## config.mk

```make
export PLATFORM = sky130hd
export DESIGN_NAME = adc_timing_engine
export DESIGN_NICKNAME = d
export VERILOG_FILES = /design/src/shared/adc_engine_pkg.sv /design/src/hw/adc_timing_engine.sv
export SDC_FILE = /design/constraint.sdc
export NUM_CORES = 1
export LEC_CHECK = 0
export BUFFER_PORTS_ARGS = -buffer_cell sky130_fd_sc_hd__buf_4
export CORE_ASPECT_RATIO = 1.5
export CORE_MARGIN = 5
export CORE_UTILIZATION = 45
export CTS_CLUSTER_SIZE = 10
export DETAILED_ROUTE_END_ITERATION = 8
export PLACE_DENSITY = 0.73
export SLEW_MARGIN = 10
export SYNTH_ARGS = -nofsm -noshare
export SYNTH_HDL_FRONTEND = slang
export SYNTH_SLANG_ARGS = --single-unit
```

## constraint.sdc

```tcl
create_clock -name i_clock -period 4.3 [get_ports i_clock]
set_input_delay 0.43 -clock i_clock [delete_from_list [all_inputs] [get_ports i_clock]]
set_output_delay 0.43 -clock i_clock [all_outputs]
set_load 0.01 [all_outputs]
```

## src/shared/adc_engine_pkg.sv

```systemverilog
package adc_engine_pkg;
   // register offsets on the serial register port
   localparam logic [7:0] BIAS_OFS = 8'h60;
   localparam logic [7:0] SETUP_OFS = 8'h61;
   localparam logic [7:0] GAP_OFS = 8'h62;
   localparam logic [7:0] RESULT_HI_OFS = 8'h63;
   localparam logic [7:0] RESULT_LO_OFS = 8'h64;
   localparam logic [7:0] STATUS_OFS = 8'h9a;

   // reset values
   localparam logic [7:0] BIAS_RST = 8'h00;
   localparam logic [7:0] SETUP_RST = 8'h00;
   localparam logic [7:0] GAP_RST = 8'h00;

   // conversion_setup fields
   localparam int GO_BIT = 7;
   localparam int REPEAT_BIT = 6;
   localparam int COUNT_LSB = 4;
   localparam int CHAN_LSB = 0;

   // sample_gap_config fields
   localparam int ENG_RST_BIT = 7;
   localparam int AUTO_REF_BIT = 5;
   localparam int REF_EN_BIT = 4;
   localparam int GAP_CODE_LSB = 0;

   // conversion_event_status fields
   localparam int ST_EOC_BIT = 0;
   localparam int ST_LIMIT_BIT = 1;
   localparam int ST_REF_BIT = 2;

   // input selector
   localparam int CHAN_COUNT = 11;
   localparam logic [3:0] GROUND_CODE = 4'hb;

   // sample counts per count code
   localparam logic [6:0] COUNT_CODE0 = 7'h01;
   localparam logic [6:0] COUNT_CODE1 = 7'h10;
   localparam logic [6:0] COUNT_CODE2 = 7'h20;
   localparam logic [6:0] COUNT_CODE3 = 7'h40;

   // timing
   localparam int CLK_PERIOD_NS = 10;
   localparam int GAP_BASE_NS = 62500;
   localparam int GAP_BASE_CYCLES = GAP_BASE_NS / CLK_PERIOD_NS;
endpackage : adc_engine_pkg

```

## src/hw/adc_timing_engine.sv

```systemverilog
`timescale 1ns/1ps
// Notes on behaviour
// - registers reached only through serial register port
// - one converter shared through eleven-input selector
// - pin bias forced off while reference disabled
// - two-bit bias code per pin, 0/3/10/50 uA
// - single, fixed-count and continuous engine modes
// - samples summed in accumulator, latest only if continuous; copied to results
// - end-of-conversion request raised after each cycle that engine reset does not cut off
// - writing start bit one while idle begins a cycle once reference on
// - busy while running; status register refused then
// - clearing start mid-cycle still finishes sample count
// - setup holds start, repeat, count, channel fields
// - codes 0-10 select inputs, 11-15 ground
// - repeat with count 00 converts back to back
// - fixed mode takes exactly 1/16/32/64 samples
// - multi-sample spacing set by wait code
// - wait code zero none, else doubling from base
// - engine reset returns idle, cleared at next start
// - reference off when auto and manual bits zero
module adc_timing_engine
   import adc_engine_pkg::*;
#(
   parameter int SAMPLE_W = 10,
   parameter int ACC_W = 16,
   parameter int GAP_BASE_CYC = GAP_BASE_CYCLES
) (
   input wire logic i_clock,
   input wire logic i_rst,
   input wire logic i_clk_en,
   input wire logic [7:0] i_reg_addr,
   input wire logic i_reg_wr,
   input wire logic [7:0] i_reg_wdata,
   input wire logic i_reg_rd,
   output logic [7:0] o_reg_rdata,
   output logic o_reg_refused,
   input wire logic i_sar_done,
   input wire logic [SAMPLE_W-1:0] i_sar_data,
   input wire logic [SAMPLE_W-1:0] i_limit_high,
   input wire logic [SAMPLE_W-1:0] i_limit_low,
   output logic o_sar_start,
   output logic o_ref_enable,
   output logic [CHAN_COUNT:0] o_mux_sel,
   output logic [5:0] o_bias_code,
   output logic o_busy,
   output logic o_eoc_req
);

   typedef enum logic [1:0] {S_IDLE, S_CONV, S_GAP, S_FIN} state_e;

   function automatic logic [CHAN_COUNT:0] chan_decode(input logic [3:0] code);
      logic [CHAN_COUNT:0] sel;
      sel = '0;
      if (code < GROUND_CODE) begin
         sel[code] = 1'b1;
      end else begin
         sel[CHAN_COUNT] = 1'b1;
      end
      return sel;
   endfunction : chan_decode
   function automatic logic [6:0] count_of(input logic [1:0] code);
      logic [6:0] n;
      case (code)
         2'h0: n = COUNT_CODE0;
         2'h1: n = COUNT_CODE1;
         2'h2: n = COUNT_CODE2;
         default: n = COUNT_CODE3;
      endcase
      return n;
   endfunction : count_of
   function automatic logic [31:0] gap_cycles(input logic [3:0] code);
      logic [31:0] n;
      n = '0;
      if (code != 4'h0) begin
         n = 32'(GAP_BASE_CYC) << (code - 4'h1);
      end
      return n;
   endfunction : gap_cycles
   logic [7:0] bias_q, setup_q, gap_cfg_q, rdata_q;
   state_e state_q;
   logic [1:0] cnt_code_q;
   logic [6:0] left_q;
   logic [31:0] timer_q, gap_len;
   logic [ACC_W-1:0] acc_q, result_q;
   logic refused_q, pend_q, cont_q, viol_end_q, sar_start_q, eoc_q, st_eoc_q, st_limit_q;
   logic wr_setup, wr_gap, abort_w, ref_on, go, begin_w, sample_done, viol_w, last_w, status_clr;

   // the serial interface is the only way in; no other port writes these
   assign wr_setup = i_reg_wr && (i_reg_addr == SETUP_OFS);
   assign wr_gap = i_reg_wr && (i_reg_addr == GAP_OFS);
   assign abort_w = wr_gap && i_reg_wdata[ENG_RST_BIT];
   assign ref_on = gap_cfg_q[AUTO_REF_BIT] || gap_cfg_q[REF_EN_BIT];
   assign go = setup_q[GO_BIT];
   assign begin_w = (state_q == S_IDLE) && pend_q && go && ref_on && !abort_w;
   assign sample_done = (state_q == S_CONV) && i_sar_done;
   assign viol_w = cont_q && ((i_sar_data > i_limit_high) || (i_sar_data < i_limit_low));
   // continuous runs on while repeat and start stay set and no limit is crossed; fixed counts down regardless of start
   assign last_w = cont_q ? !(setup_q[REPEAT_BIT] && go && !viol_w) : (left_q == 7'h00);
   assign gap_len = gap_cycles(gap_cfg_q[GAP_CODE_LSB +: 4]);
   assign status_clr = i_reg_rd && (i_reg_addr == STATUS_OFS) && (state_q == S_IDLE);

   always_ff @(posedge i_clock or posedge i_rst) begin
      if (i_rst) begin
         bias_q <= BIAS_RST;
      end else if (i_clk_en && i_reg_wr && (i_reg_addr == BIAS_OFS)) begin
         bias_q <= i_reg_wdata;
      end
   end

   // host write wins over the hardware clear of the start bit
   always_ff @(posedge i_clock or posedge i_rst) begin
      if (i_rst) begin
         setup_q <= SETUP_RST;
      end else if (i_clk_en) begin
         if (wr_setup) begin
            setup_q <= i_reg_wdata;
         end else if (state_q == S_FIN && viol_end_q) begin
            setup_q[GO_BIT] <= 1'b0;
         end
      end
   end

   always_ff @(posedge i_clock or posedge i_rst) begin
      if (i_rst) begin
         gap_cfg_q <= GAP_RST;
      end else if (i_clk_en) begin
         if (wr_gap) begin
            gap_cfg_q <= i_reg_wdata;
         end else if (begin_w) begin
            gap_cfg_q[ENG_RST_BIT] <= 1'b0;
         end
      end
   end

   // a start is armed only by writing the start bit while idle
   always_ff @(posedge i_clock or posedge i_rst) begin
      if (i_rst) begin
         pend_q <= 1'b0;
      end else if (i_clk_en) begin
         if (abort_w || begin_w) begin
            pend_q <= 1'b0;
         end else if (wr_setup && i_reg_wdata[GO_BIT] && state_q == S_IDLE) begin
            pend_q <= 1'b1;
         end else if (!go) begin
            pend_q <= 1'b0;
         end
      end
   end

   always_ff @(posedge i_clock or posedge i_rst) begin
      if (i_rst) begin
         state_q <= S_IDLE;
      end else if (i_clk_en) begin
         if (abort_w) begin
            state_q <= S_IDLE;
         end else begin
            case (state_q)
               S_IDLE: begin
                  if (begin_w) begin
                     state_q <= S_CONV;
                  end
               end
               S_CONV: begin
                  if (sample_done) begin
                     if (last_w) begin
                        state_q <= S_FIN;
                     end else if (!cont_q && gap_len != 32'h0) begin
                        state_q <= S_GAP;
                     end
                  end
               end
               S_GAP: begin
                  if (timer_q == 32'h1) begin
                     state_q <= S_CONV;
                  end
               end
               default: begin
                  state_q <= S_IDLE;
               end
            endcase
         end
      end
   end

   // mode and count are latched so a mid-cycle setup write cannot cut the sum short
   always_ff @(posedge i_clock or posedge i_rst) begin
      if (i_rst) begin
         cont_q <= 1'b0;
         cnt_code_q <= 2'h0;
         left_q <= 7'h00;
      end else if (i_clk_en) begin
         if (begin_w) begin
            cont_q <= setup_q[REPEAT_BIT] && (setup_q[COUNT_LSB +: 2] == 2'h0);
            cnt_code_q <= setup_q[COUNT_LSB +: 2];
            left_q <= count_of(setup_q[COUNT_LSB +: 2]) - 7'h01;
         end else if (sample_done && left_q != 7'h00) begin
            left_q <= left_q - 7'h01;
         end
      end
   end

   always_ff @(posedge i_clock or posedge i_rst) begin
      if (i_rst) begin
         timer_q <= 32'h0;
      end else if (i_clk_en) begin
         if (sample_done) begin
            timer_q <= gap_len;
         end else if (state_q == S_GAP && timer_q != 32'h0) begin
            timer_q <= timer_q - 32'h1;
         end
      end
   end

   always_ff @(posedge i_clock or posedge i_rst) begin
      if (i_rst) begin
         sar_start_q <= 1'b0;
      end else if (i_clk_en) begin
         sar_start_q <= begin_w
            || (sample_done && !last_w && (cont_q || gap_len == 32'h0) && !abort_w)
            || (state_q == S_GAP && timer_q == 32'h1 && !abort_w);
      end
   end

   // continuous mode keeps only the latest single sample
   always_ff @(posedge i_clock or posedge i_rst) begin
      if (i_rst) begin
         acc_q <= '0;
         viol_end_q <= 1'b0;
      end else if (i_clk_en) begin
         if (begin_w) begin
            acc_q <= '0;
            viol_end_q <= 1'b0;
         end else if (sample_done) begin
            acc_q <= (cont_q ? '0 : acc_q) + ACC_W'(i_sar_data);
            viol_end_q <= viol_w;
         end
      end
   end

   always_ff @(posedge i_clock or posedge i_rst) begin
      if (i_rst) begin
         result_q <= '0;
         eoc_q <= 1'b0;
      end else if (i_clk_en) begin
         eoc_q <= (state_q == S_FIN);
         if (state_q == S_FIN) begin
            result_q <= acc_q;
         end
      end
   end

   // sticky status: a new event beats the clear-on-read in the same cycle
   always_ff @(posedge i_clock or posedge i_rst) begin
      if (i_rst) begin
         st_eoc_q <= 1'b0;
         st_limit_q <= 1'b0;
      end else if (i_clk_en) begin
         if (state_q == S_FIN) begin
            st_eoc_q <= 1'b1;
         end else if (status_clr) begin
            st_eoc_q <= 1'b0;
         end
         if (state_q == S_FIN && viol_end_q) begin
            st_limit_q <= 1'b1;
         end else if (status_clr) begin
            st_limit_q <= 1'b0;
         end
      end
   end

   always_ff @(posedge i_clock or posedge i_rst) begin
      if (i_rst) begin
         rdata_q <= 8'h00;
         refused_q <= 1'b0;
      end else if (i_clk_en) begin
         refused_q <= 1'b0;
         if (i_reg_rd) begin
            if (i_reg_addr == BIAS_OFS) begin
               rdata_q <= bias_q;
            end else if (i_reg_addr == SETUP_OFS) begin
               rdata_q <= setup_q;
            end else if (i_reg_addr == GAP_OFS) begin
               rdata_q <= gap_cfg_q;
            end else if (i_reg_addr == RESULT_HI_OFS) begin
               rdata_q <= result_q[15:8];
            end else if (i_reg_addr == RESULT_LO_OFS) begin
               rdata_q <= result_q[7:0];
            end else if (i_reg_addr == STATUS_OFS && state_q != S_IDLE) begin
               rdata_q <= 8'h00;
               refused_q <= 1'b1;
            end else if (i_reg_addr == STATUS_OFS) begin
               rdata_q <= {5'h00, ref_on, st_limit_q, st_eoc_q};
            end else begin
               rdata_q <= 8'h00;
            end
         end
      end
   end

   generate
      for (genvar p = 0; p < 3; p++) begin : g_bias
         assign o_bias_code[2*p +: 2] = ref_on ? bias_q[2*p +: 2] : 2'b00;
      end
   endgenerate

   assign o_mux_sel = chan_decode(setup_q[CHAN_LSB +: 4]);
   assign o_ref_enable = ref_on;
   assign o_busy = (state_q != S_IDLE);
   assign o_sar_start = sar_start_q;
   assign o_eoc_req = eoc_q;
   assign o_reg_rdata = rdata_q;
   assign o_reg_refused = refused_q;

   // helper: samples taken in the running cycle
   logic [7:0] taken_q;
   always_ff @(posedge i_clock or posedge i_rst) begin
      if (i_rst) begin
         taken_q <= 8'h00;
      end else if (i_clk_en) begin
         if (begin_w) begin
            taken_q <= 8'h00;
         end else if (sample_done) begin
            taken_q <= taken_q + 8'h01;
         end
      end
   end
endmodule : adc_timing_engine

```

==> Yosys cells after proc, flatten, opt, wreduce, memory -nomap -nowiden <==
Index checks and enable logic that the tools add are counted.
{ "word_totals": {"reg_bits": 113, "elab_cells": 169} }
{ "classes": {"n_addsub": 5, "order_cmp": 5, "n_eq_ne": 17, "shifts": 1, "n_mux": 52, "n_reduce_logical": 70} }
{ "op_table": {"columns": ["op", "count"], "rows": [
  ["$mux W32", 3],
  ["$reduce_bool A32 Y1", 2],
  ["$mux W16", 3],
  ["$eq A8 B7 Y1 const B", 5],
  ["$mux W8", 5],
  ["$eq A32 B1 Y1 const B", 1],
  ["$logic_not A32 Y1", 1],
  ["$shl A13 B4 Y32 const A", 1],
  ["$sub A32 B1 Y32 const B", 1],
  ["$logic_and A1 B1 Y1", 29],
  ["$mux W7", 4],
  ["$reduce_and A2 Y1", 13],
  ["$mux W1", 22],
  ["$pmux W7 S3", 1],
  ["$mux W2", 9],
  ["$add A16 B10 Y16", 1],
  ["$reduce_bool A2 Y1", 8],
  ["$sub A7 B1 Y7 const B", 2],
  ["$mux W11", 1],
  ["$gt A10 B10 Y1", 1],
  ["$lt A10 B10 Y1", 1],
  ["$eq A8 B8 Y1 const B", 1],
  ["$logic_not A7 Y1", 1],
  ["$reduce_bool A7 Y1", 1],
  ["18 further kinds", 33]
]} }

==> Logic depth before layout (Yosys ltp) <==
{ "logic_depth": {"word_depth": 13, "ltp_mapped": 13, "mapped_depth_nobuf": 9} }

==> Least setup slack after synthesis <==
OpenSTA, ideal clock, no wires.
{ "synth_path": {"path_kind": "register to register", "start": "register cont_q", "end": "register acc_q[13]", "t_arrival_ps": 2627, "required_ps": 4176, "slack_ps": 1549, "path_stages_with_launch": 11, "n_path_buf": 2, "synth_period_minus_slack_ps": 2751, "cell_sequence": "dfrtp_1 > clkbuf_1 > clkbuf_1 > nor2b_1 > ha_1 > o21ai_0 > o21ai_0 > a21boi_0 > o31ai_1 > a21oi_1 > a211o_1"} }
{ "synth_via": {"elab_chain_len": 4} }
{ "synth_rtl": {"columns": ["item", "line_no", "rtl"], "rows": [
  ["start: declaration", "adc_timing_engine.sv:85", "logic refused_q, pend_q, cont_q, viol_end_q, sar_start_q, eoc_q, st_eoc_q, st_limit_q;"],
  ["start signal: assignment", "adc_timing_engine.sv:193", "cont_q <= setup_q[REPEAT_BIT] && (setup_q[COUNT_LSB +: 2] == 2'h0);"],
  ["$mux W16", "adc_timing_engine.sv:234", "acc_q <= (cont_q ? '0 : acc_q) + ACC_W'(i_sar_data);"],
  ["$add A16 B10 Y16", "adc_timing_engine.sv:234", null],
  ["$mux W16", "adc_timing_engine.sv:233", "end else if (sample_done) begin"],
  ["$mux W16", "adc_timing_engine.sv:230", "if (begin_w) begin"],
  ["end signal: assignment", "adc_timing_engine.sv:234", null],
  ["end: declaration", "adc_timing_engine.sv:84", "logic [ACC_W-1:0] acc_q, result_q;"]
]} }
Every way passes these cells. The select of a mux whose other input is x is not followed.
A chain may end at the register's enable or synchronous reset.

==> Worst setup path after layout <==
{ "layout_path": {"start": "register gap_cfg_q[0]", "end": "register timer_q[16]"} }
{ "layout_via": {"elab_chain_len": 4, "word_cells_on_any_way": 5, "classes_between": "add/sub: 1; shift: 1; mux: 2; reduce/logical: 1"} }
{ "layout_rtl": {"columns": ["item", "line_no", "rtl"], "rows": [
  ["start: declaration", "adc_timing_engine.sv:79", "logic [7:0] bias_q, setup_q, gap_cfg_q, rdata_q;"],
  ["start signal: assignment", "adc_timing_engine.sv:128", "gap_cfg_q <= i_reg_wdata;"],
  ["$sub A4 B1 Y4", "adc_timing_engine.sv:75", "n = 32'(GAP_BASE_CYC) << (code - 4'h1);"],
  ["$shl A13 B4 Y32", "adc_timing_engine.sv:75", null],
  ["$mux W32 (*)", "adc_timing_engine.sv:74", "if (code != 4'h0) begin"],
  ["$mux W32 (*)", "adc_timing_engine.sv:206", "if (sample_done) begin"],
  ["end signal: assignment", "adc_timing_engine.sv:207", "timer_q <= gap_len;"],
  ["end signal: assignment", "adc_timing_engine.sv:209", "timer_q <= timer_q - 32'h1;"],
  ["end: declaration", "adc_timing_engine.sv:83", "logic [31:0] timer_q, gap_len;"]
]} }
Mark *: on every way between the ends. The rest lies on a longest branch, timed or not.

==> metrics.csv <==
stage,metric,value,unit
outcome,status,"complete, no violations",
sta,Final Hold Viols,0,
sta,achievable frequency,0.3359,GHz
critical_path,Critical Path Max Stage Delay,0.72,ns
placed_design,Port Buffers,82,
power_and_ir_drop,switch share,38.26,%
global_route,GR Overflow Total,0,
critical_path,Worst path slowest cell,dfrtp_1,
power_and_ir_drop,combinational share of power,33.8,%
routing,vias,7057,
routing,TritonRoute pass-1 iters,5,
power_and_ir_drop,Clock power frac,30.9,%
yosys,post-synth top area cell,dfrtp_1,
critical_path,startpoint types,flip-flop,
yosys,flip-flop and latch count after synthesis,113,
critical_path,Critical Path RT,4.57,ns
sta,RSZ-0062 raised after global routing,no,
die,full die area,19460,sq um
cts,TritonCTS buffer count,17,
sta,# setup viols final,0,
yosys,Yosys top cell area share,37.57,%
critical_path,worst r2r src,gap_cfg_q[0],
yosys,"Avg Cell Area, Syn",8.591,sq um
routing,routed wire length,21.57,mm
critical_path,Worst Path Max Fanout,17,
sta,Rel. slew slack,27.70,%
cells_and_area,layout cells sized above 1,17.42,%
critical_path,"Arr. time, crit path",3.24,ns
sta,setup ws final,1.323,ns
cts,CTS tree,done,
routing,Via density,6.068,
yosys,fraction of registers with async set/reset,100.0,%
sta,setup tns final,0,ns
power_and_ir_drop,Power Internal,2810,uW
sta,Least-Margin Pin Slew,1.076,ns
cts,CTS H-Tree Depth,4,
global_route,GRT Overall Usage,22.57,%
die,Ports,83,
yosys,mapped cell area,7526,sq um
placed_design,pre-CTS WS,1.059,ns
cts,clk sinks,113,
critical_path,CP Buf/Inv Count,3,
power_and_ir_drop,P per Cell Area,512.4,nW/um^2
critical_path,critical path startpoint,gap_cfg_q[0],
power_and_ir_drop,Reg power frac,35.3,%
sta,Clock Skew,0.008846,ns
cts,worst-skew pair later-pin latency,0.43,ns
sta,max-slew violations,0,
global_route,largest net degree at the start of global routing,52,
sta,shortest period the worst path allows,2.977,ns
global_route,first-pass GRT wire length,35.07,mm
die,Chip Width,115.6,um
critical_path,crit-path cells,"inv_1, ha_1, xnor2_1, buf_4, inv_1, nand2_1, a31oi_1, nor2_1, a21oi_1, o21ai_1",
routing,post-route ant nets,0,
cells_and_area,nets,1031,
cells_and_area,most frequent cells in the layout,"dfrtp_1, nand2_1, buf_4",
cts,Root Buffer,clkbuf_16,
flow_run,MaxCap Viol Count,0,
cts,CTS resizes,0,
placed_design,HPWL after detailed placement,16.48,mm
global_route,initial antenna violation count,0,
global_route,vias in the first global route,7005,
worst_hold_path,Worst Hold Class,in2async,
yosys,Yosys Warn Count,0,
die,chip height,168.4,um
routing,Initial DRC Count,627,
die,Core Area,16620,sq um
cts,clock buffer depth,2,
routing,drt wl/cell,18.55,um
cells_and_area,"commonest non-fill, non-tap cell in the layout",dfrtp_1,
yosys,"Seq/Total Area, Yosys",37.57,%
power_and_ir_drop,worst vdd ir,0.4111,mV
cts,# Post-CTS Setup Buffers,0,
cts,hold_buf cts,0,
yosys,Syn Inst Count,876,
yosys,Most used DFF post-synth,dfrtp_1,
cells_and_area,fillers,1520,
critical_path,Worst Setup End Kind,flip-flop,
yosys,largest cells by area after synthesis,"dfrtp_1, ha_1, nand2_1",
sta,fin crit share,69.23,%
die,Starting Density,45.29,%
yosys,Post-synth EDFFs,0,
placed_design,GP Congestion,0.9278,
routing,drc violations,0,
cells_and_area,P&R area growth vs syn,18.02,%
critical_path,most frequent cell on the critical path,inv_1,
critical_path,crit-path leading delay family,buffers and inverters,
cells_and_area,design area,8882,sq um
cts,clock slew at reported path FFs,0.06,ns
power_and_ir_drop,P_leak,0.004075,uW
yosys,"Net Count, Synth",967,
critical_path,critical path type,reg2reg,
die,site row count,58,
power_and_ir_drop,sw power,1741,uW
cells_and_area,n_diodes,0,
yosys,count of cell types in the netlist,71,
placed_design,DP Area,8297,sq um
==> per-layer routing <==
metal | track usage [%] | vias up | share of wire [%]
met5 | 0 | - | 0
met4 | 13.38 | 0 | 5.1
met3 | 3.704 | 87 | 4.9
met2 | 40.32 | 251 | 53
met1 | 24.51 | 3388 | 37
li1 | - | 3331 | -
==> cell usage after synthesis, drive strengths merged, types with 3 or more instances <==
cell	instances
nand2b	6
xnor2	6
and3	8
or4	4
o22a	3
a22oi	14
o32a	3
nand2	97
inv	46
a22o	12
o41ai	3
buf	11
a211o	6
a31oi	11
nor4	19
a21o	8
clkbuf	36
nor2	70
nor2b	21
nand3	19
xor2	7
nand3b	3
nor3	28
o21ai	81
mux2i	10
mux2	30
a211oi	6
and2	13
a32oi	7
o21a	3
a21oi	67
ha	38
or3	4
o32ai	3
o22ai	3
nand4	11
a32o	4
o31ai	9
dfrtp	113
o211ai	7
==> flip-flops by register name (all words and copies together), names as in the netlist <==
register,flops
acc_q,16
bias_q,8
cont_q,1
gap_cfg_q,8
left_q,7
o_eoc_req,1
o_reg_rdata,8
o_reg_refused,1
o_sar_start,1
pend_q,1
result_q,16
setup_q,8
st_eoc_q,1
st_limit_q,1
state_q,2
timer_q,32
viol_end_q,1
==> power by group through the flow <==
stage / Sequential (uW) / Combinational (uW) / Clock (uW)
floorplan: 1510 / 1190 / 0
global placement: 1610 / 1490 / 0
detailed placement: 1610 / 1520 / 0
CTS: 1600 / 1520 / 1420
global route: 1640 / 1710 / 1470
finish: 1600 / 1540 / 1410
==> worst reg2reg max path, stage by stage, from the launching register on <==
cell     delay, ns
dfrtp_1       0.72
inv_1         0.29
ha_1          0.37
xnor2_1       0.15
buf_4         0.18
inv_1         0.35
nand2_1       0.15
a31oi_1       0.27
nor2_1        0.09
a21oi_1       0.18
o21ai_1       0.08
==> cell families (layout without fill, tap and decap cells) <==
family	count (synthesis)	count (layout)	share of synthesized area, %
AOI/OAI and AO/OA	262	262	22.15
xor gates and xnor gates	13	13	1.513
muxes	41	41	6.118
adders and majority gates	39	39	6.584
buffers and inverters	93	170	4.755
DFF	113	113	37.57
and+or+nand+nor	315	315	21.31
==> per-stage QoR <==
step | hold WS, ns | util, % | instances | total power [uW]
after global routing | 0.1642 | 53.45 | 1163 | 4819
final | 0.09742 | 53.45 | 1163 | 4551
after CTS | 0.1167 | 53.45 | 1163 | 4543
after detailed placement | 0.4679 | 49.92 | 1131 | 3129
after global placement | 0.4654 | 49.92 | 1131 | 3093
after floorplan | 0.4465 | - | 876 | 2700
==> layout make-up <==
class,count,area (sq um),area share (%)
timing repair buffer,92,690.7,7.776
multi-input combinational,670,4340,48.87
clock inverter,15,160.2,1.803
inverter,46,175.2,1.972
sequential,113,2828,31.84
clock buffer,17,425.4,4.789
tap,210,262.8,2.958
==> path summary, 6_finish.rpt <==
check	to	slack (ns)	depth (start not counted)
max	timer_q[16]	1.32	10
min	o_reg_rdata[6]	0.1	2
max reg2reg	timer_q[16]	1.32	10
min reg2reg	st_eoc_q	0.49	2
max in group asynchronous	o_eoc_req	3.28	3
min in group i_clock	setup_q[2]	0.24	3
(Power assumes the default switching activity.)
